`config.mk`:
```
export PLATFORM = sky130hd
export DESIGN_NAME = adc_conversion_control
export DESIGN_NICKNAME = d
export VERILOG_FILES = /design/src/shared/adc_ctrl_pkg.sv /design/src/rtl/adc_prescaler.sv /design/src/rtl/adc_conversion_control.sv
export SDC_FILE = /design/constraint.sdc
export NUM_CORES = 1
export LEC_CHECK = 0
export ABC_AREA = 1
export BUFFER_PORTS_ARGS = -buffer_cell sky130_fd_sc_hd__buf_2
export CAP_MARGIN = 20
export CORE_MARGIN = 10
export CORE_UTILIZATION = 56
export CTS_BUF_LIST = sky130_fd_sc_hd__clkbuf_2
export DETAILED_ROUTE_END_ITERATION = 8
export PLACE_DENSITY_LB_ADDON = 0.1
export SKIP_LAST_GASP = 1
export SYNTH_ARGS = -nofsm -noshare
export SYNTH_HDL_FRONTEND = slang
export SYNTH_HIERARCHICAL = 1
export SYNTH_SLANG_ARGS = --single-unit
export TNS_END_PERCENT = 100
```
`constraint.sdc`:
```
create_clock -name pclk -period 3.5 [get_ports pclk]
set_clock_uncertainty 0.15 [all_clocks]
set_input_delay 0.525 -clock pclk [delete_from_list [all_inputs] [get_ports pclk]]
set_output_delay 0.525 -clock pclk [all_outputs]
set_load 0.03 [all_outputs]
```
`src/shared/adc_ctrl_pkg.sv`:
```
// Package with register map, field layout and timing constants of the converter control.
`default_nettype none
package adc_ctrl_pkg;
    // Register byte offsets on APB.
    localparam logic [7:0] OFF_RESULT_LOW  = 8'h00;
    localparam logic [7:0] OFF_RESULT_HIGH = 8'h04;
    localparam logic [7:0] OFF_CTRL_A      = 8'h08;
    localparam logic [7:0] OFF_CTRL_B      = 8'h0c;
    localparam logic [7:0] OFF_CHAN_REF    = 8'h10;
    localparam logic [7:0] OFF_POWER      = 8'h14;
    localparam logic [7:0] OFF_ANALOG     = 8'h18;
    // Control A fields.
    localparam int CA_DIV_LSB   = 0;
    localparam int CA_IRQ_EN    = 3;
    localparam int CA_DONE      = 4;
    localparam int CA_AUTO      = 5;
    localparam int CA_START     = 6;
    localparam int CA_ENABLE    = 7;
    // Channel and reference fields.
    localparam int CR_CHAN_LSB  = 0;
    localparam int CR_LEFT      = 5;
    localparam int CR_REF_LSB   = 6;
    // Control B and power fields.
    localparam int CB_TRIG_LSB  = 0;
    localparam int PW_OFF       = 0;
    // Timing in converter clocks, counted in half cycles.
    localparam logic [5:0] HALF_NORMAL_END   = 6'd26;
    localparam logic [5:0] HALF_FIRST_END    = 6'd50;
    localparam logic [5:0] HALF_NORMAL_SAMP  = 6'd3;
    localparam logic [5:0] HALF_FIRST_SAMP   = 6'd27;
    localparam logic [5:0] HALF_AUTO_SAMP    = 6'd4;
    localparam logic [5:0] HALF_AUTO_END     = 6'd27;
    localparam logic [2:0] TRIG_FREE_RUN     = 3'h0;
    localparam logic [31:0] RESET_VALUE      = 32'h0000_0000;
    typedef struct packed {
        logic [1:0] reference;
        logic [4:0] channel;
    } selection_t;
endpackage
`default_nettype wire

```
`src/rtl/adc_prescaler.sv`:
```
// Clock prescaler giving one-cycle half-period ticks of the converter clock.
`default_nettype none
module adc_prescaler (
    // Clock and reset
    input  wire logic       pclk,
    input  wire logic       presetn,
    // Control
    input  wire logic       run,
    input  wire logic       restart,
    input  wire logic [2:0] div_select,
    // Ticks
    output logic            rise_tick,
    output logic            fall_tick
);
    logic [6:0] count;
    logic [6:0] half;
    logic       phase;

    // Division 2^n with codes 0 and 1 both giving two.
    always_comb begin
        half = (div_select <= 3'h1) ? 7'h01 : 7'(7'h01 << (div_select - 3'h1));
    end

    // Held in reset while disabled or restarted by a trigger.
    always_ff @(posedge pclk or negedge presetn) begin
        if (!presetn) begin
            count <= 7'h00;
            phase <= 1'b0;
        end else if (!run || restart) begin
            count <= 7'h00;
            phase <= 1'b0;
        end else if (count + 7'h01 >= half) begin
            count <= 7'h00;
            phase <= ~phase;
        end else begin
            count <= count + 7'h01;
        end
    end

    assign rise_tick = run && !restart && (count + 7'h01 >= half) && !phase;
    assign fall_tick = run && !restart && (count + 7'h01 >= half) && phase;
endmodule
`default_nettype wire

```
`src/rtl/adc_conversion_control.sv`:
```
// Conversion control of a 10-bit successive-approximation converter with an APB slave.
// Notes on behaviour
// - Code zero is ground; full code is reference minus one step.
// - Selections reach the converter only once the enable bit is set.
// - Result right-justified by default, left-justified when left adjust is set.
// - Low byte read locks both result bytes; completions meanwhile are lost.
// - High byte read unlocks result updates.
// - Done flag sets at every conversion end, even when the result is lost.
// - Start bit launches a conversion, stays one, clears when single conversion ends.
// - Channel change mid conversion applies only after it.
// - Auto trigger rising edge resets the prescaler and starts a conversion.
// - Trigger edges in a conversion are ignored; a held level starts nothing.
// - Trigger flags set regardless of enables; software clears before next event.
// - Done flag as trigger restarts at each end; first needs the start bit.
// - Start bit works under auto trigger and reads one in any conversion.
// - Prescaler divides by the selected ratio and is held reset when disabled.
// - A start bit write begins on the next converter clock rising edge.
// - Normal conversion 13 cycles, first after enable 25 cycles.
// - Sampling at 1.5 cycles normally and 13.5 in a first conversion.
// - At end write result, set done flag, clear start bit in single mode.
// - Auto-triggered: sample two cycles after edge, 13.5 cycles total.
// - Free running starts the next conversion at once, start bit stays set.
// - Converter stays disabled unless the power-off bit is zero.
// - Selections copy while idle, freeze in conversion, resume in last cycle.
//
// Added by the designer: the APB interface to the registers and the register addresses.
`default_nettype none
module adc_conversion_control
    import adc_ctrl_pkg::*;
#(
    parameter int TRIG_COUNT = 8
) (
    // Clock and reset
    input  wire logic                  pclk,
    input  wire logic                  presetn,
    // APB slave
    input  wire logic                  psel,
    input  wire logic                  penable,
    input  wire logic                  pwrite,
    input  wire logic [7:0]            paddr,
    input  wire logic [31:0]           pwdata,
    output logic [31:0]                prdata,
    output logic                       pready,
    output logic                       pslverr,
    // Trigger inputs, taken as synchronous; index zero is unused for free run
    input  wire logic [TRIG_COUNT-1:0] trigger_in,
    // Analog converter side
    input  wire logic [9:0]            analog_code,
    output adc_ctrl_pkg::selection_t   analog_select,
    output logic                       analog_power,
    output logic                       sample_hold,
    output logic                       conversion_done
);
    import adc_ctrl_pkg::*;

    typedef enum logic [1:0] {
        ST_IDLE    = 2'b00,
        ST_ARMED   = 2'b01,
        ST_CONVERT = 2'b10
    } conv_state_t;

    conv_state_t state;
    logic        converter_enable;
    logic        conversion_start_bit;
    logic        auto_trigger_enable;
    logic        conversion_done_flag;
    logic        conversion_irq_enable;
    logic [2:0]  clock_divider_select;
    logic [2:0]  trigger_source_select;
    selection_t  holding_select;
    logic        left_adjust_select;
    logic        converter_power_off;
    logic [9:0]  result;
    logic        result_locked;
    logic        first_pending;
    logic        auto_started;
    logic [5:0]  half_count;
    logic        trig_prev;
    logic        trig_level;
    logic        trig_edge;
    logic        rise_tick;
    logic        fall_tick;
    logic        active;
    logic        wr_en;
    logic        rd_en;
    logic        end_now;
    logic [5:0]  end_half;
    logic [5:0]  samp_half;
    logic        start_write;

    assign active      = converter_enable && !converter_power_off;
    assign wr_en       = psel && penable && pwrite;
    assign rd_en       = psel && penable && !pwrite;
    assign start_write = wr_en && paddr == OFF_CTRL_A && pwdata[CA_START];

    // Free-run source is the done flag itself; other codes pick an input.
    assign trig_level = (trigger_source_select == TRIG_FREE_RUN) ? conversion_done_flag
                      : trigger_in[trigger_source_select];
    assign trig_edge  = trig_level && !trig_prev;

    adc_prescaler u_prescaler (
        .pclk       (pclk),
        .presetn    (presetn),
        .run        (active),
        .restart    (trig_edge && auto_trigger_enable && state != ST_CONVERT &&
                     trigger_source_select != TRIG_FREE_RUN),
        .div_select (clock_divider_select),
        .rise_tick  (rise_tick),
        .fall_tick  (fall_tick)
    );

    always_comb begin
        if (first_pending) begin
            end_half  = HALF_FIRST_END;
            samp_half = HALF_FIRST_SAMP;
        end else if (auto_started) begin
            end_half  = HALF_AUTO_END;
            samp_half = HALF_AUTO_SAMP;
        end else begin
            end_half  = HALF_NORMAL_END;
            samp_half = HALF_NORMAL_SAMP;
        end
    end

    assign end_now = state == ST_CONVERT && (rise_tick || fall_tick) &&
                     half_count + 6'd1 >= end_half;

    // Trigger edge history.
    always_ff @(posedge pclk or negedge presetn) begin
        if (!presetn) begin
            trig_prev <= 1'b0;
        end else begin
            trig_prev <= trig_level;
        end
    end

    // Conversion sequencer.
    always_ff @(posedge pclk or negedge presetn) begin
        if (!presetn) begin
            state        <= ST_IDLE;
            half_count   <= 6'd0;
            auto_started <= 1'b0;
        end else if (!active) begin
            state        <= ST_IDLE;
            half_count   <= 6'd0;
            auto_started <= 1'b0;
        end else begin
            unique case (state)
                ST_IDLE: begin
                    if (auto_trigger_enable && trig_edge &&
                        trigger_source_select != TRIG_FREE_RUN) begin
                        state        <= ST_CONVERT;
                        half_count   <= 6'd0;
                        auto_started <= !first_pending;
                    end else if (start_write) begin
                        state        <= ST_ARMED;
                        auto_started <= 1'b0;
                    end
                end
                ST_ARMED: begin
                    if (rise_tick) begin
                        state      <= ST_CONVERT;
                        half_count <= 6'd0;
                    end
                end
                ST_CONVERT: begin
                    if (end_now) begin
                        half_count <= 6'd0;
                        if (auto_trigger_enable && trigger_source_select == TRIG_FREE_RUN) begin
                            state        <= ST_CONVERT;
                            auto_started <= 1'b0;
                        end else if (start_write) begin
                            // A start write in the end cycle keeps the start bit set, so re-arm.
                            state        <= ST_ARMED;
                            auto_started <= 1'b0;
                        end else begin
                            state <= ST_IDLE;
                        end
                    end else if (rise_tick || fall_tick) begin
                        half_count <= half_count + 6'd1;
                    end
                end
                default: state <= ST_IDLE;
            endcase
        end
    end

    // First conversion after enabling takes the long path.
    always_ff @(posedge pclk or negedge presetn) begin
        if (!presetn) begin
            first_pending <= 1'b1;
        end else if (!active) begin
            first_pending <= 1'b1;
        end else if (end_now) begin
            first_pending <= 1'b0;
        end
    end

    // Sample instant and completion pulse toward the analog side.
    always_ff @(posedge pclk or negedge presetn) begin
        if (!presetn) begin
            sample_hold     <= 1'b0;
            conversion_done <= 1'b0;
        end else begin
            sample_hold     <= state == ST_CONVERT && (rise_tick || fall_tick) &&
                               half_count + 6'd1 == samp_half;
            conversion_done <= end_now;
        end
    end

    // Selections copy while idle or armed and in the last cycle; frozen otherwise.
    always_ff @(posedge pclk or negedge presetn) begin
        if (!presetn) begin
            analog_select <= '0;
        end else if (active && (state != ST_CONVERT ||
                                half_count + 6'd2 >= end_half)) begin
            analog_select <= holding_select;
        end
    end

    always_ff @(posedge pclk or negedge presetn) begin
        if (!presetn) begin
            analog_power <= 1'b0;
        end else begin
            analog_power <= active;
        end
    end

    // Result register with the read interlock.
    always_ff @(posedge pclk or negedge presetn) begin
        if (!presetn) begin
            result <= 10'h000;
        end else if (end_now && !result_locked) begin
            result <= analog_code;
        end
    end

    always_ff @(posedge pclk or negedge presetn) begin
        if (!presetn) begin
            result_locked <= 1'b0;
        end else if (rd_en && paddr == OFF_RESULT_HIGH) begin
            result_locked <= 1'b0;
        end else if (rd_en && paddr == OFF_RESULT_LOW) begin
            result_locked <= 1'b1;
        end
    end

    // Control A. Done flag: set wins over the write-one clear.
    always_ff @(posedge pclk or negedge presetn) begin
        if (!presetn) begin
            converter_enable      <= 1'b0;
            auto_trigger_enable   <= 1'b0;
            conversion_irq_enable <= 1'b0;
            clock_divider_select  <= 3'h0;
            conversion_done_flag  <= 1'b0;
        end else begin
            if (wr_en && paddr == OFF_CTRL_A) begin
                converter_enable      <= pwdata[CA_ENABLE];
                auto_trigger_enable   <= pwdata[CA_AUTO];
                conversion_irq_enable <= pwdata[CA_IRQ_EN];
                clock_divider_select  <= pwdata[CA_DIV_LSB +: 3];
            end
            if (end_now) begin
                conversion_done_flag <= 1'b1;
            end else if (wr_en && paddr == OFF_CTRL_A && pwdata[CA_DONE]) begin
                conversion_done_flag <= 1'b0;
            end
        end
    end

    // Start bit reads one while armed or converting.
    always_ff @(posedge pclk or negedge presetn) begin
        if (!presetn) begin
            conversion_start_bit <= 1'b0;
        end else if (!active) begin
            conversion_start_bit <= 1'b0;
        end else if (start_write || (state == ST_IDLE && auto_trigger_enable &&
                     trig_edge && trigger_source_select != TRIG_FREE_RUN)) begin
            conversion_start_bit <= 1'b1;
        end else if (end_now && !(auto_trigger_enable &&
                     trigger_source_select == TRIG_FREE_RUN)) begin
            conversion_start_bit <= 1'b0;
        end
    end

    // Other writable registers.
    always_ff @(posedge pclk or negedge presetn) begin
        if (!presetn) begin
            trigger_source_select <= 3'h0;
            holding_select        <= '0;
            left_adjust_select    <= 1'b0;
            converter_power_off   <= 1'b0;
        end else if (wr_en) begin
            if (paddr == OFF_CTRL_B) begin
                trigger_source_select <= pwdata[CB_TRIG_LSB +: 3];
            end
            if (paddr == OFF_CHAN_REF) begin
                holding_select.channel   <= pwdata[CR_CHAN_LSB +: 5];
                holding_select.reference <= pwdata[CR_REF_LSB +: 2];
                left_adjust_select       <= pwdata[CR_LEFT];
            end
            if (paddr == OFF_POWER) begin
                converter_power_off <= pwdata[PW_OFF];
            end
        end
    end

    // APB read data, registered in the setup cycle; no wait states.
    always_ff @(posedge pclk or negedge presetn) begin
        if (!presetn) begin
            prdata  <= RESET_VALUE;
            pready  <= 1'b0;
            pslverr <= 1'b0;
        end else begin
            pready  <= psel && !penable;
            pslverr <= psel && !penable && paddr > OFF_ANALOG;
            if (psel && !penable) begin
                unique case (paddr)
                    OFF_RESULT_LOW:  prdata <= left_adjust_select ?
                                         {24'h0, result[1:0], 6'h00} :
                                         {24'h0, result[7:0]};
                    OFF_RESULT_HIGH: prdata <= left_adjust_select ?
                                         {24'h0, result[9:2]} :
                                         {30'h0, result[9:8]};
                    OFF_CTRL_A:      prdata <= {24'h0, converter_enable,
                                         conversion_start_bit, auto_trigger_enable,
                                         conversion_done_flag, conversion_irq_enable,
                                         clock_divider_select};
                    OFF_CTRL_B:      prdata <= {29'h0, trigger_source_select};
                    OFF_CHAN_REF:    prdata <= {24'h0, holding_select.reference,
                                         left_adjust_select, holding_select.channel};
                    OFF_POWER:       prdata <= {31'h0, converter_power_off};
                    OFF_ANALOG:      prdata <= {22'h0, state, first_pending,
                                         result_locked, 1'b0, analog_select.channel};
                    default:         prdata <= RESET_VALUE;
                endcase
            end
        end
    end

    a_lock_holds: assert property (@(posedge pclk) disable iff (!presetn)
        result_locked && !(rd_en && paddr == OFF_RESULT_HIGH) |=> $stable(result))
        else $error("Result changed while locked.");
    a_done_sets: assert property (@(posedge pclk) disable iff (!presetn)
        end_now |=> conversion_done_flag)
        else $error("Done flag not set at end.");
    a_start_busy: assert property (@(posedge pclk) disable iff (!presetn)
        state == ST_CONVERT |-> conversion_start_bit)
        else $error("Start bit low during conversion.");
    a_freeze_sel: assert property (@(posedge pclk) disable iff (!presetn)
        state == ST_CONVERT && half_count + 6'd2 < end_half && !$rose(state == ST_CONVERT)
        |=> $stable(analog_select) || !active)
        else $error("Selection moved mid conversion.");
    a_power_gate: assert property (@(posedge pclk) disable iff (!presetn)
        converter_power_off |=> state == ST_IDLE && !analog_power)
        else $error("Converter ran while powered off.");
    a_unlock_read: assert property (@(posedge pclk) disable iff (!presetn)
        rd_en && paddr == OFF_RESULT_HIGH |=> !result_locked)
        else $error("High byte read did not unlock.");
    a_armed_wait: assert property (@(posedge pclk) disable iff (!presetn)
        state == ST_ARMED && active && !rise_tick |=> state == ST_ARMED)
        else $error("Conversion began off the clock edge.");
    a_single_clear: assert property (@(posedge pclk) disable iff (!presetn)
        end_now && !auto_trigger_enable && !start_write |=> !conversion_start_bit)
        else $error("Start bit not cleared at end.");
endmodule
`default_nettype wire

```
==> results of run 1 <==
==> cells in the mapped netlist (2+ instances only) <==
master,n,area [um2]
nand2_2,7,43.8
o21ai_0,37,185
dfrtp_1,71,1780
nand3_2,5,50.1
ha_1,16,200
nand4_1,7,43.8
nor2_2,5,31.3
o31ai_1,2,15.0
buf_6,2,22.5
a21oi_1,10,50.1
xor2_1,5,43.8
o22ai_1,3,18.8
nor2_1,41,154
nor4_1,2,12.5
nor3_1,3,15.0
a21oi_2,2,17.5
o21bai_1,3,22.5
nand3_1,41,205
nand2_1,177,664
clkbuf_1,2,7.51
buf_2,5,25.0
inv_1,76,285
a31oi_1,2,12.5
nor2_4,5,56.3
buf_4,22,165
inv_2,5,18.8
o21ai_1,11,55.1
nand2_4,2,22.5
==> worst min-delay path: stages <==
cell and delay (ns):
buf_2 0.07, nand2_1 0.04, o21ai_0 0.06
==> stage by stage <==
step	setup WS [ns]	util, %	total power, mW	instance area [um2]
2_1_floorplan	0.742	-	0.967	4440
3_3_place_gp	0.423	61.0	1.01	4670
3_5_place_dp	0.332	61.0	1.01	4670
4_1_cts	0.294	62.6	1.47	4790
5_1_grt	0.0475	62.7	1.51	4790
6_report	0.388	62.7	1.45	4790
==> final cells by class <==
cell class                 instances  share of cell area, %
multi-input combinational        418                   44.1
timing repair buffer              62                   6.94
tap                              102                   2.66
sequential                        72                   37.6
clock inverter                     7                   1.30
inverter                          82                   6.42
clock buffer                       9                  0.939
==> how the worst max path moves through the flow <==
| stage | from | end | slack, ns | cells after the start |
|---|---|---|---|---|
| after CTS | u_prescaler/count[0]$_DFF_PN0_ | auto_started$_DFFE_PN0P_ | 0.29 | 20 |
| after global routing | u_prescaler/count[0]$_DFF_PN0_ | auto_started$_DFFE_PN0P_ | 0.05 | 20 |
| final | u_prescaler/count[0]$_DFF_PN0_ | auto_started$_DFFE_PN0P_ | 0.39 | 20 |
| after floorplan | u_prescaler/count[0]$_DFF_PN0_ | auto_started$_DFFE_PN0P_ | 0.74 | 20 |
| after detailed placement | u_prescaler/count[0]$_DFF_PN0_ | state[0]$_DFFE_PN0P_ | 0.33 | 19 |
| after global placement | u_prescaler/count[0]$_DFF_PN0_ | state[1]$_DFFE_PN0P_ | 0.42 | 19 |
==> layout by cell type, fill, tap and decap left out, drive strengths merged <==
master         n
nand2        186
inv           81
dfrtp         71
buf           61
nor2          52
o21ai         49
nand3         46
conb          22
ha            16
a21oi         12
clkbuf         9
nand4          8
xor2           5
clkinv         5
nor3           4
o22ai          3
o21bai         3
o31ai          2
a31oi          2
clkinvlp       2
nor3b          2
nor4           2
a311oi         1
a21o           1
o2111ai        1
nand3b         1
bufinv         1
dfstp          1
dlygate4sd3    1
==> metal layers <==
metal / track usage, % / vias up / part of all wire [%]
met5: 0 / - / 0
met4: 7.44 / 0 / 1.9
met3: 3.75 / 19 / 4.8
met2: 32.5 / 94 / 51
met1: 21.8 / 1789 / 42
li1: - / 1930 / -
==> flip-flops by register name (all words and copies together), names as in the netlist, 2 cells and up <==
| signal | cells |
|---|---|
| half_count | 6 |
| u_prescaler/count | 7 |
| state | 2 |
| clock_divider_select | 3 |
| result | 10 |
| trigger_source_select | 3 |
| prdata | 10 |
| holding_select | 7 |
| analog_select | 7 |
==> kinds of logic after synthesis <==
kind of cell	Yosys count	synth area share, %
AO/OA/AOI/OAI	74	9.44
adder cells (fa/ha/maj)	16	4.59
XOR/XNOR	5	1.00
other	1	0.0860
buffers and inverters	113	12.1
flip-flops	72	41.4
AND/OR/NAND/NOR	301	31.4
==> power groups by stage <==
stage	clock network [mW]	logic (mW)	registers, mW
2_1_floorplan	0	0.0852	0.882
4_1_cts	0.469	0.142	0.854
3_5_place_dp	0	0.141	0.869
3_3_place_gp	0	0.139	0.868
6_report	0.459	0.141	0.854
5_1_grt	0.502	0.156	0.856
==> what timing repair did <==
action / 4_1_cts / 5_1_grt
setup endpoints to repair: 0 / 11
hold buffers: 1 / 0
hold endpoints to repair: 34 / 0
gates resized for setup: 0 / 2
setup buffers: 0 / 0
==> summary.md, run 1 <==
| Metric | Value |
|---|---|
| Outcome | finished, final reports clean |
| Grt total ovfl | 0 |
| CP arrival | 3.43 ns |
| Reg2reg start | u_prescaler/count[0]$_DFF_PN0_ |
| CP cell instances | ha_1, nand4_1, nor2_1, nand2_1, nand2_1, inv_1, ha_1, nand2_1, inv_2, a21oi_2, nand2_1, nand3_1, inv_1, nor2_2, nor2_8, nand2_4, nand2_4, inv_1, o21ai_0, nand2_1 |
| Startpoint Class | flop |
| Reg2reg end | auto_started$_DFFE_PN0P_ |
| Worst skew pair latency | 0.52 ns |
| Area growth syn-to-layout | 9.99% |
| Final Hold Vio Count | 0 |
| Yosys cell types | 41 |
| Layout cells sized above 1 | 17.7% |
| Fillers | 712 |
| R2r setup slk | 0.39 ns |
| Slew headroom | 44.8% |
| Ys Warns | 6 |
| Mapped Area | 0.00436 mm2 |
| Mean Syn Cell Area | 7.49 um2 |
| Routed wire per std cell | 14.1 um |
| Worst Min Path Start | analog_code[0] |
| IO Port Bufs | 59 |
| Core box area | 0.00765 mm2 |
| Post-DP HPWL | 8.36 mm |
| Initial antenna violation count | 0 |
| Ys async rst share | 100% |
| Worst Hold Depth | 3 |
| H-tree lvl count | 3 |
| Antenna viol nets, final | 0 |
| Max Cap Violations | 0 |
| Total Routed Length | 10.6 mm |
| Layout Cells excl Fill | 752 |
| Critical-path top delay cell | dfrtp_1 |
| Ant. Diodes | 0 |
| Router iterations before antenna repair | 4 |
| Via count | 3,832 |
| Row count | 32 |
| Post-synth top flop | dfrtp_1 |
| Seq/Total Area, Yosys | 41.4% |
| Worst Tran Pin Value | 0.828 ns |
| WP data required | 3.82 ns |
| Register Area | 0.00180 mm2 |
| CP Class | reg -> reg |
| Die height | 108 um |
| Worst reg2reg path depth | 20 |
| Endpoints failing setup | 0 |
| Worst hold slack | 0.0449 ns |
| Initial Util | 57.0% |
| Comb pwr share | 9.7% |
| Int Power | 1.04 mW |
| Initial drt markers | 188 |
| # DRC | 0 |
| Switch Pwr | 0.417 mW |
| Via density | 5.10 |
| Gate family responsible for the most delay along the worst path | simple AND/OR/NAND/NOR gates |
| Final period util | 88.9% |
| Largest net degree at the start of global routing | 38 |
| CTS tree | built |
| Crit path capture type | flop |
| Register bit total from synthesis | 72 |
| HP Class | in -> reg |
| Area of the multi-input gates | 0.00212 mm2 |
| Num ports | 107 |
| Clk buf depth | 2 |
| Min Tclk post-route | 3.11 ns |
| PwrDens | 303 mW/mm2 |
| Placed insts | 735 |
| Syn Inst Count | 582 |
| Worst path max stage delay | 0.48 ns |
| CP dominant cell by count | nand2_1 |
| Die area | 0.0117 mm2 |
| CTS Buf Count | 9 |
| Total GRT Usage | 18.6% |
| Clk sink count | 72 |
| Crit Path Max Fanout | 12 |
| Pins over their slew limit | 0 |
| Clock share of power | 31.6% |
| Chip width | 108 um |
| Worst Path Buf+Inv | 4 |
| CTS clk-pin slew, worst paths | 0.20 ns |
| Max Fclk | 321 MHz |
| Post-synth EDFFs | 0 |
| Final Wtd Congestion | 0.909 |
| Peak VDD IR | 0.317 mV |
| Leak | 2.64 nW |
| Final nets | 724 |
| Vias in the first global route | 3,835 |
| WHS Endpoint | result[0]$_DFFE_PN0P_ |
| Net Sw Frac | 28.6% |
| Setup TNS | 0 ns |
| RSZ-0062 raised after global routing | no |
| First-pass GRT wire length | 17.7 mm |
| Flop pwr share | 58.7% |
| Clock root buffer | clkbuf_2 |
No activity file was read; power rests on OpenSTA's default activity.
==> inputs of run 2 (changes only) <==
--- a/config.mk
+++ b/config.mk
@@ -6,7 +6,7 @@
 export NUM_CORES = 1
 export LEC_CHECK = 0
 export ABC_AREA = 1
-export BUFFER_PORTS_ARGS = -buffer_cell sky130_fd_sc_hd__buf_2
+export BUFFER_PORTS_ARGS = -buffer_cell sky130_fd_sc_hd__buf_4
 export CAP_MARGIN = 20
 export CORE_MARGIN = 10
 export CORE_UTILIZATION = 56
==> summary.md, run 2 (synthesized netlist as in run 1, its figures left out) <==
| Metric | Value |
|---|---|
| Final period util | 91.3% (+2.4 points) |
| IO Port Bufs | 59 (unchanged) |
| Clk sink count | 72 (unchanged) |
| CTS Buf Count | 9 (unchanged) |
| Slew headroom | 39.2% (-5.6 points) |
| Peak VDD IR | 0.210 mV (-34%) |
| CTS tree | built |
| Startpoint Class | flop |
| Initial Util | 57.0% (unchanged) |
| Endpoints failing setup | 0 (unchanged) |
| Crit path capture type | flop |
| Largest net degree at the start of global routing | 73 (+92%) |
| CTS clk-pin slew, worst paths | 0.19 ns (about the same) |
| Antenna viol nets, final | 0 (unchanged) |
| Chip width | 108 um (unchanged) |
| Total Routed Length | 10.6 mm (+0.19%) |
| Grt total ovfl | 0 (unchanged) |
| Total GRT Usage | 18.3% (-0.35 points) |
| Final Hold Vio Count | 0 (unchanged) |
| Die area | 0.0117 mm2 (unchanged) |
| WP data required | 3.82 ns (about the same) |
| Crit Path Max Fanout | 12 (unchanged) |
| Row count | 32 (unchanged) |
| Num ports | 107 (unchanged) |
| Worst setup path startpoint | u_prescaler/count[0]$_DFF_PN0_ |
| Max Fclk | 313 MHz (-2.6%) |
| Via count | 3,833 (+0.026%) |
| Via density | 5.10 (about the same) |
| Worst Min Path Start | analog_code[2] |
| DP Area | 0.00480 mm2 (+2.7%) |
| PwrDens | 300 mW/mm2 (-1.1%) |
| Post-CTS setup buffers | 0 (unchanged) |
| # DRC | 0 (unchanged) |
| Initial antenna violation count | 0 (unchanged) |
| Commonest cells after routing, fill and taps aside | nand2_1 (177), inv_1 (76), dfrtp_1 (71), buf_4 (60) |
| Area growth syn-to-layout | 12.9% |
| Worst skew pair latency | 0.52 ns (about the same) |
| Fillers | 707 (-0.70%) |
| Max Cap Violations | 0 (unchanged) |
| Outcome | finished, final reports clean |
| Die height | 108 um (unchanged) |
| Min Tclk post-route | 3.20 ns (+0.0837 ns) |
| Routed wire per std cell | 14.1 um (+0.19%) |
| Leak | 2.67 nW (+0.98%) |
| Clk buf depth | 2 (unchanged) |
| Final Wtd Congestion | 0.913 (+0.48%) |
| CP Class | reg -> reg |
| Area of the multi-input gates | 0.00211 mm2 (-0.41%) |
| Layout cells sized above 1 | 17.2% (-0.46 points) |
| Post-layout util | 64.4% (+1.7 points) |
| Vias in the first global route | 3,773 (-1.6%) |
| Commonest non-fill, non-tap cell in the layout | nand2_1 |
| Worst Tran Pin Value | 0.912 ns (+0.0835 ns) |
| Clock root buffer | clkbuf_2 |
| HP Class | in -> reg |
| Setup TNS | 0 ns (unchanged) |
| H-tree lvl count | 3 (unchanged) |
| Post-route cell area | 0.00492 mm2 (+2.7%) |
| Final nets | 724 (unchanged) |
| Core box area | 0.00765 mm2 (unchanged) |
| Register Area | 0.00180 mm2 (unchanged) |
| Post-DP HPWL | 8.12 mm (-2.8%) |
| Ant. Diodes | 0 (unchanged) |
| Reg2reg start | u_prescaler/count[0]$_DFF_PN0_ |
| Top Registers | prdata (10), result (10) |
| RSZ-0062 raised after global routing | no |
| CP arrival | 3.51 ns (+0.08 ns) |
| Initial drt markers | 179 (-4.8%) |
| Router iterations before antenna repair | 6 (+2) |
| First-pass GRT wire length | 17.5 mm (-1.3%) |
| Pins over their slew limit | 0 (unchanged) |
-- run 2: timing repair --
action | CTS | global route
hold buffers | 1 | 1
gates resized for setup | 0 | 0
hold endpoints to repair | 65 | 1
-- run 2: critical path, cell delays in order, from the launching register on --
cell     delay, ns
dfrtp_1       0.47
ha_1          0.26
nand3_1       0.11
xor2_1        0.22
inv_1         0.07
ha_1          0.32
nand2_1       0.07
nand2_1       0.06
a21oi_2       0.19
nand2_1       0.10
nand3_1       0.10
inv_1         0.06
nor2_1        0.35
nor2_8        0.08
nand2_4       0.20
nand2_4       0.12
nor2_1        0.11
nand2_1       0.06
nand2_1       0.07
-- run 2: per-layer routing --
metal / part of all wire (%) / vias to the layer above / global-route usage, %
met2: 50 / 94 / 31.6
li1: - / 1934 / -
met3: 5.3 / 17 / 4.82
met4: 2.1 / 0 / 5.82
met1: 43 / 1788 / 21.6
met5: 0 / - / 0
-- run 2: per-stage QoR --
step / hold WS, ns / setup slack (ns) / total power, mW / std cells
global placement: 0.318 / 0.414 / 1.02 / 734
finish: 0.0563 / 0.304 / 1.48 / 752
detailed placement: 0.320 / 0.358 / 1.02 / 734
CTS: 0.0196 / 0.297 / 1.48 / 751
floorplan: 0.0794 / 0.742 / 0.967 / 603
global route: 0.00360 / 0.0421 / 1.54 / 752
-- run 2: worst paths after layout --
| check | end | slack (ns) | depth (start not counted) |
|---|---|---|---|
| setup / recovery | half_count[5]$_DFFE_PN0P_ | 0.30 | 18 |
| hold reg to reg | analog_select[6]$_DFFE_PN0P_ | 0.36 | 2 |
| min in group asynchronous | half_count[0]$_DFFE_PN0P_ | 0.49 | 2 |
| setup reg to reg | half_count[5]$_DFFE_PN0P_ | 0.30 | 18 |
| max in group asynchronous | pslverr$_DFF_PN0_ | 2.10 | 2 |
| hold / removal | result[2]$_DFFE_PN0P_ | 0.06 | 3 |
-- run 2: power by group --
part	internal [mW]	switching [mW]	total (mW)
clock network	0.157	0.309	0.466
logic	0.0505	0.106	0.157
registers	0.845	0.00977	0.855
total	1.05	0.425	1.48
-- run 2: layout make-up --
type	count	share of cell area [%]
flip-flops and latches	72	36.6
clock inverters	7	1.27
well taps	102	2.59
inverters	82	6.25
clock buffers	9	0.915
multi-input cells	418	42.8
repair buffers	62	9.56
==> inputs of run 3 (changes only) <==
--- a/config.mk
+++ b/config.mk
@@ -5,11 +5,11 @@
 export SDC_FILE = /design/constraint.sdc
 export NUM_CORES = 1
 export LEC_CHECK = 0
-export ABC_AREA = 1
+export ABC_AREA = 0
 export BUFFER_PORTS_ARGS = -buffer_cell sky130_fd_sc_hd__buf_4
-export CAP_MARGIN = 20
+export CAP_MARGIN = 40
 export CORE_MARGIN = 10
-export CORE_UTILIZATION = 56
+export CORE_UTILIZATION = 55
 export CTS_BUF_LIST = sky130_fd_sc_hd__clkbuf_2
 export DETAILED_ROUTE_END_ITERATION = 8
 export PLACE_DENSITY_LB_ADDON = 0.1
==> summary.md, run 3 <==
| Metric | Value |
|---|---|
| Clk buf depth | 2 (unchanged) |
| RSZ-0062 raised after global routing | no |
| Reg2reg start | clock_divider_select[0]$_DFFE_PN0P_ |
| Endpoints failing setup | 0 (unchanged) |
| WP data required | 3.78 ns (-0.04 ns) |
| CTS Buf Count | 9 (unchanged) |
| Post-synth EDFFs | 0 (unchanged) |
| Critical-path top delay cell | or3b_2 |
| Startpoint Class | flop |
| Mean Syn Cell Area | 10.5 um2 (+40%) |
| Top Registers | prdata (10), result (10) |
| Vias in the first global route | 3,373 (-11%) |
| Row count | 31 (-3.1%) |
| Worst setup path startpoint | clock_divider_select[0]$_DFFE_PN0P_ |
| CP Class | reg -> reg |
| Pwr Total | 1.50 mW (+1.3%) |
| Mapped Area | 0.00418 mm2 (-4.0%) |
| Worst skew pair latency | 0.53 ns (about the same) |
| Area growth syn-to-layout | 18.1% |
| CTS tree | built |
| HP Class | in -> reg |
| Outcome | finished, final reports clean |
| Ys Warns | 6 (unchanged) |
| Peak VDD IR | 0.191 mV (-8.9%) |
| Clock share of power | 33.5% (+1.9 points) |
| Cell taking the most area after synthesis | dfrtp_1 |
| Initial Util | 57.1% (about the same) |
| Post-DP HPWL | 7.81 mm (-3.9%) |
| Most frequent cell after synthesis | dfrtp_1 |
| Leak | 2.40 nW (-10%) |
| Via density | 5.78 (+13%) |
| Total Routed Length | 10.2 mm (-3.8%) |
| Comb pwr share | 9.8% (-0.8 points) |
| Slew headroom | 62.0% (+23 points) |
| Crit Path Max Fanout | 5 (-7) |
| IO Port Bufs | 59 (unchanged) |
| Chip width | 107 um (-0.95%) |
| Int Power | 1.07 mW (+1.3%) |
| Antenna viol nets, final | 0 (unchanged) |
| Max Fclk | 298 MHz (-4.8%) |
| Syn Inst Count | 399 (-31%) |
| Placed insts | 559 (-24%) |
| Commonest cells after routing, fill and taps aside | buf_4 (74), dfrtp_1 (71), mux2_2 (35), nand2_1 (31), conb_1 (22) |
| Crit path capture type | flop |
| Final nets | 552 (-24%) |
| Net Sw Frac | 28.7% (-0.041 points) |
| Pins over their slew limit | 0 (unchanged) |
| Layout Cells excl Fill | 577 (-23%) |
| Seq/Total Area, Yosys | 43.1% (+1.7 points) |
| PwrDens | 303 mW/mm2 (+0.98%) |
| Min Tclk post-route | 3.36 ns (+0.161 ns) |
| Initial antenna violation count | 0 (unchanged) |
| Die area | 0.0115 mm2 (-1.9%) |
| Fillers | 602 (-15%) |
| Worst Min Path Start | analog_code[8] |
| Clk sink count | 72 (unchanged) |
| Area share of the largest cell type after synthesis | 42.5% (+1.7 points) |
| Core box area | 0.00733 mm2 (-4.1%) |
| Most frequent cells after synthesis | dfrtp_1 (71), mux2_2 (35), nand2_1 (31) |
| Router iterations before antenna repair | 5 (-1) |
| First-pass GRT wire length | 16.5 mm (-5.5%) |
| Switch Pwr | 0.430 mW (+1.1%) |
| Via count | 3,334 (-13%) |
| Die height | 107 um (-0.95%) |
| Max Cap Violations | 0 (unchanged) |
| Register bit total from synthesis | 72 (unchanged) |
| Ys async rst share | 100% (unchanged) |
| Commonest non-fill, non-tap cell in the layout | buf_4 |
| Worst hold slack | 0.0409 ns (-0.0153 ns) |
| Initial drt markers | 234 (+31%) |
| Num ports | 107 (unchanged) |
| CTS clk-pin slew, worst paths | 0.24 ns (+0.05 ns) |
| R2r setup slk | 0.14 ns (-0.16 ns) |
| Final Wtd Congestion | 0.852 (-6.7%) |
| Total GRT Usage | 17.6% (-0.71 points) |
| Worst Tran Pin Value | 0.565 ns (-0.347 ns) |
| Final period util | 95.9% (+4.6 points) |
| Post-synth top flop | dfrtp_1 |
| # DRC | 0 (unchanged) |
| Final Hold Vio Count | 0 (unchanged) |
| Yosys cell types | 61 (+49%) |
| Ant. Diodes | 0 (unchanged) |
| Largest net degree at the start of global routing | 43 (-41%) |
| CP arrival | 3.64 ns (+0.13 ns) |
| Flop pwr share | 56.8% (-1.0 points) |
| Clock root buffer | clkbuf_2 |
| Worst path max stage delay | 0.49 ns (+0.02 ns) |
| Largest cells by area after synthesis | dfrtp_1 (42%), mux2_2 (9.4%), ha_1 (4.8%) |
| Layout cells sized above 1 | 30.8% (+14 points) |
| H-tree lvl count | 3 (unchanged) |
| CP cell instances | or3b_2, ha_1, a31oi_2, o21a_1, nor4b_4, o21ai_2, or3_1, and2_4, nor2_8, mux2_2 |
| Post-CTS setup buffers | 0 (unchanged) |
| Routed wire per std cell | 17.7 um (+25%) |
| Grt total ovfl | 0 (unchanged) |
run 3: changes by cell type after synthesis, moves of 11 or more:
cell	delta
a22o_1	+11
inv_1	-63
mux2_2	+35
nand2_1	-146
nand3_1	-30
nor2_1	-24
o21ai_0	-20
o21ai_1	-11
run 3: power groups by stage:
stage / logic, mW / clock network (mW) / registers [mW]
2_1_floorplan: 0.0798 / 0 / 0.870
5_1_grt: 0.159 / 0.546 / 0.851
6_report: 0.146 / 0.501 / 0.849
4_1_cts: 0.145 / 0.511 / 0.849
3_5_place_dp: 0.144 / 0 / 0.863
3_3_place_gp: 0.139 / 0 / 0.863
run 3: path summary, 6_finish.rpt:
path / to / depth (start not counted)
setup / recovery: result[9]$_DFFE_PN0P_ / 10
hold / removal: result[8]$_DFFE_PN0P_ / 2
setup reg to reg: result[9]$_DFFE_PN0P_ / 10
hold reg to reg: prdata[4]$_DFFE_PN0P_ / 2
max in group asynchronous: result[9]$_DFFE_PN0P_ / 3
min in group asynchronous: analog_power$_DFF_PN0_ / 2
run 3: what timing repair did:
item | 4_1_cts | 5_1_grt
cloned | 0 | 1
pin swaps | 0 | 1
resized for setup | 2 | 12
hold buffers | 1 | 0
endpoints found under the hold margin | 29 | 0
setup endpoints to repair | 11 | 17
run 3: worst max-delay path, delay by kind of cell, from the launching register on:
kind / cells / cell delay, ns
compound gates: 3 / 0.50
mux: 1 / 0.36
flops: 1 / 0.48
fa+ha+maj: 1 / 0.30
simple gates: 5 / 1.47
run 3: area by class of cell:
type                            count  area [um2]  share of cell area (%)
Multi-Input combinational cell    300        2250                    45.6
Clock buffer                        9        45.0                   0.912
Clock inverter                      7        77.6                    1.57
Sequential cell                    72        1800                    36.5
Timing Repair Buffer               76         586                    11.9
Inverter                           14        52.6                    1.06
Tap cell                           99         124                    2.51
run 3: through the flow:
step / setup TNS [ns] / utilization, % / setup WS [ns] / instance area (um2)
after floorplan: 0 / - / 0.159 / 4260
after global placement: -0.0150 / 64.2 / -0.00279 / 4710
after detailed placement: -0.952 / 64.5 / -0.109 / 4730
after CTS: 0 / 66.4 / 0.0363 / 4870
after global routing: 0 / 67.4 / 0.00377 / 4940
final: 0 / 67.4 / 0.143 / 4940
run 3: kinds of logic after synthesis:
group                    count (synthesis)  synth area share (%)
AO/OA/AOI/OAI                           80                  14.2
XOR/XNOR                                13                  2.72
adder cells (fa/ha/maj)                 16                  4.79
buffers and inverters                   49                  6.79
flip-flops                              72                  43.1
multiplexers                            43                  11.4
other                                    1                0.0897
AND/OR/NAND/NOR                        125                  16.9
run 3: metal layers:
metal / global-route usage (%) / routed length (um) / part of all wire (%) / vias to the layer above
li1: - / - / - / 1578
met1: 23.2 / 4580 / 45 / 1632
met2: 27.2 / 4840 / 47 / 111
met3: 4.25 / 663 / 6.5 / 13
met4: 6.58 / 140 / 1.4 / 0
met5: 0 / 0 / 0 / -
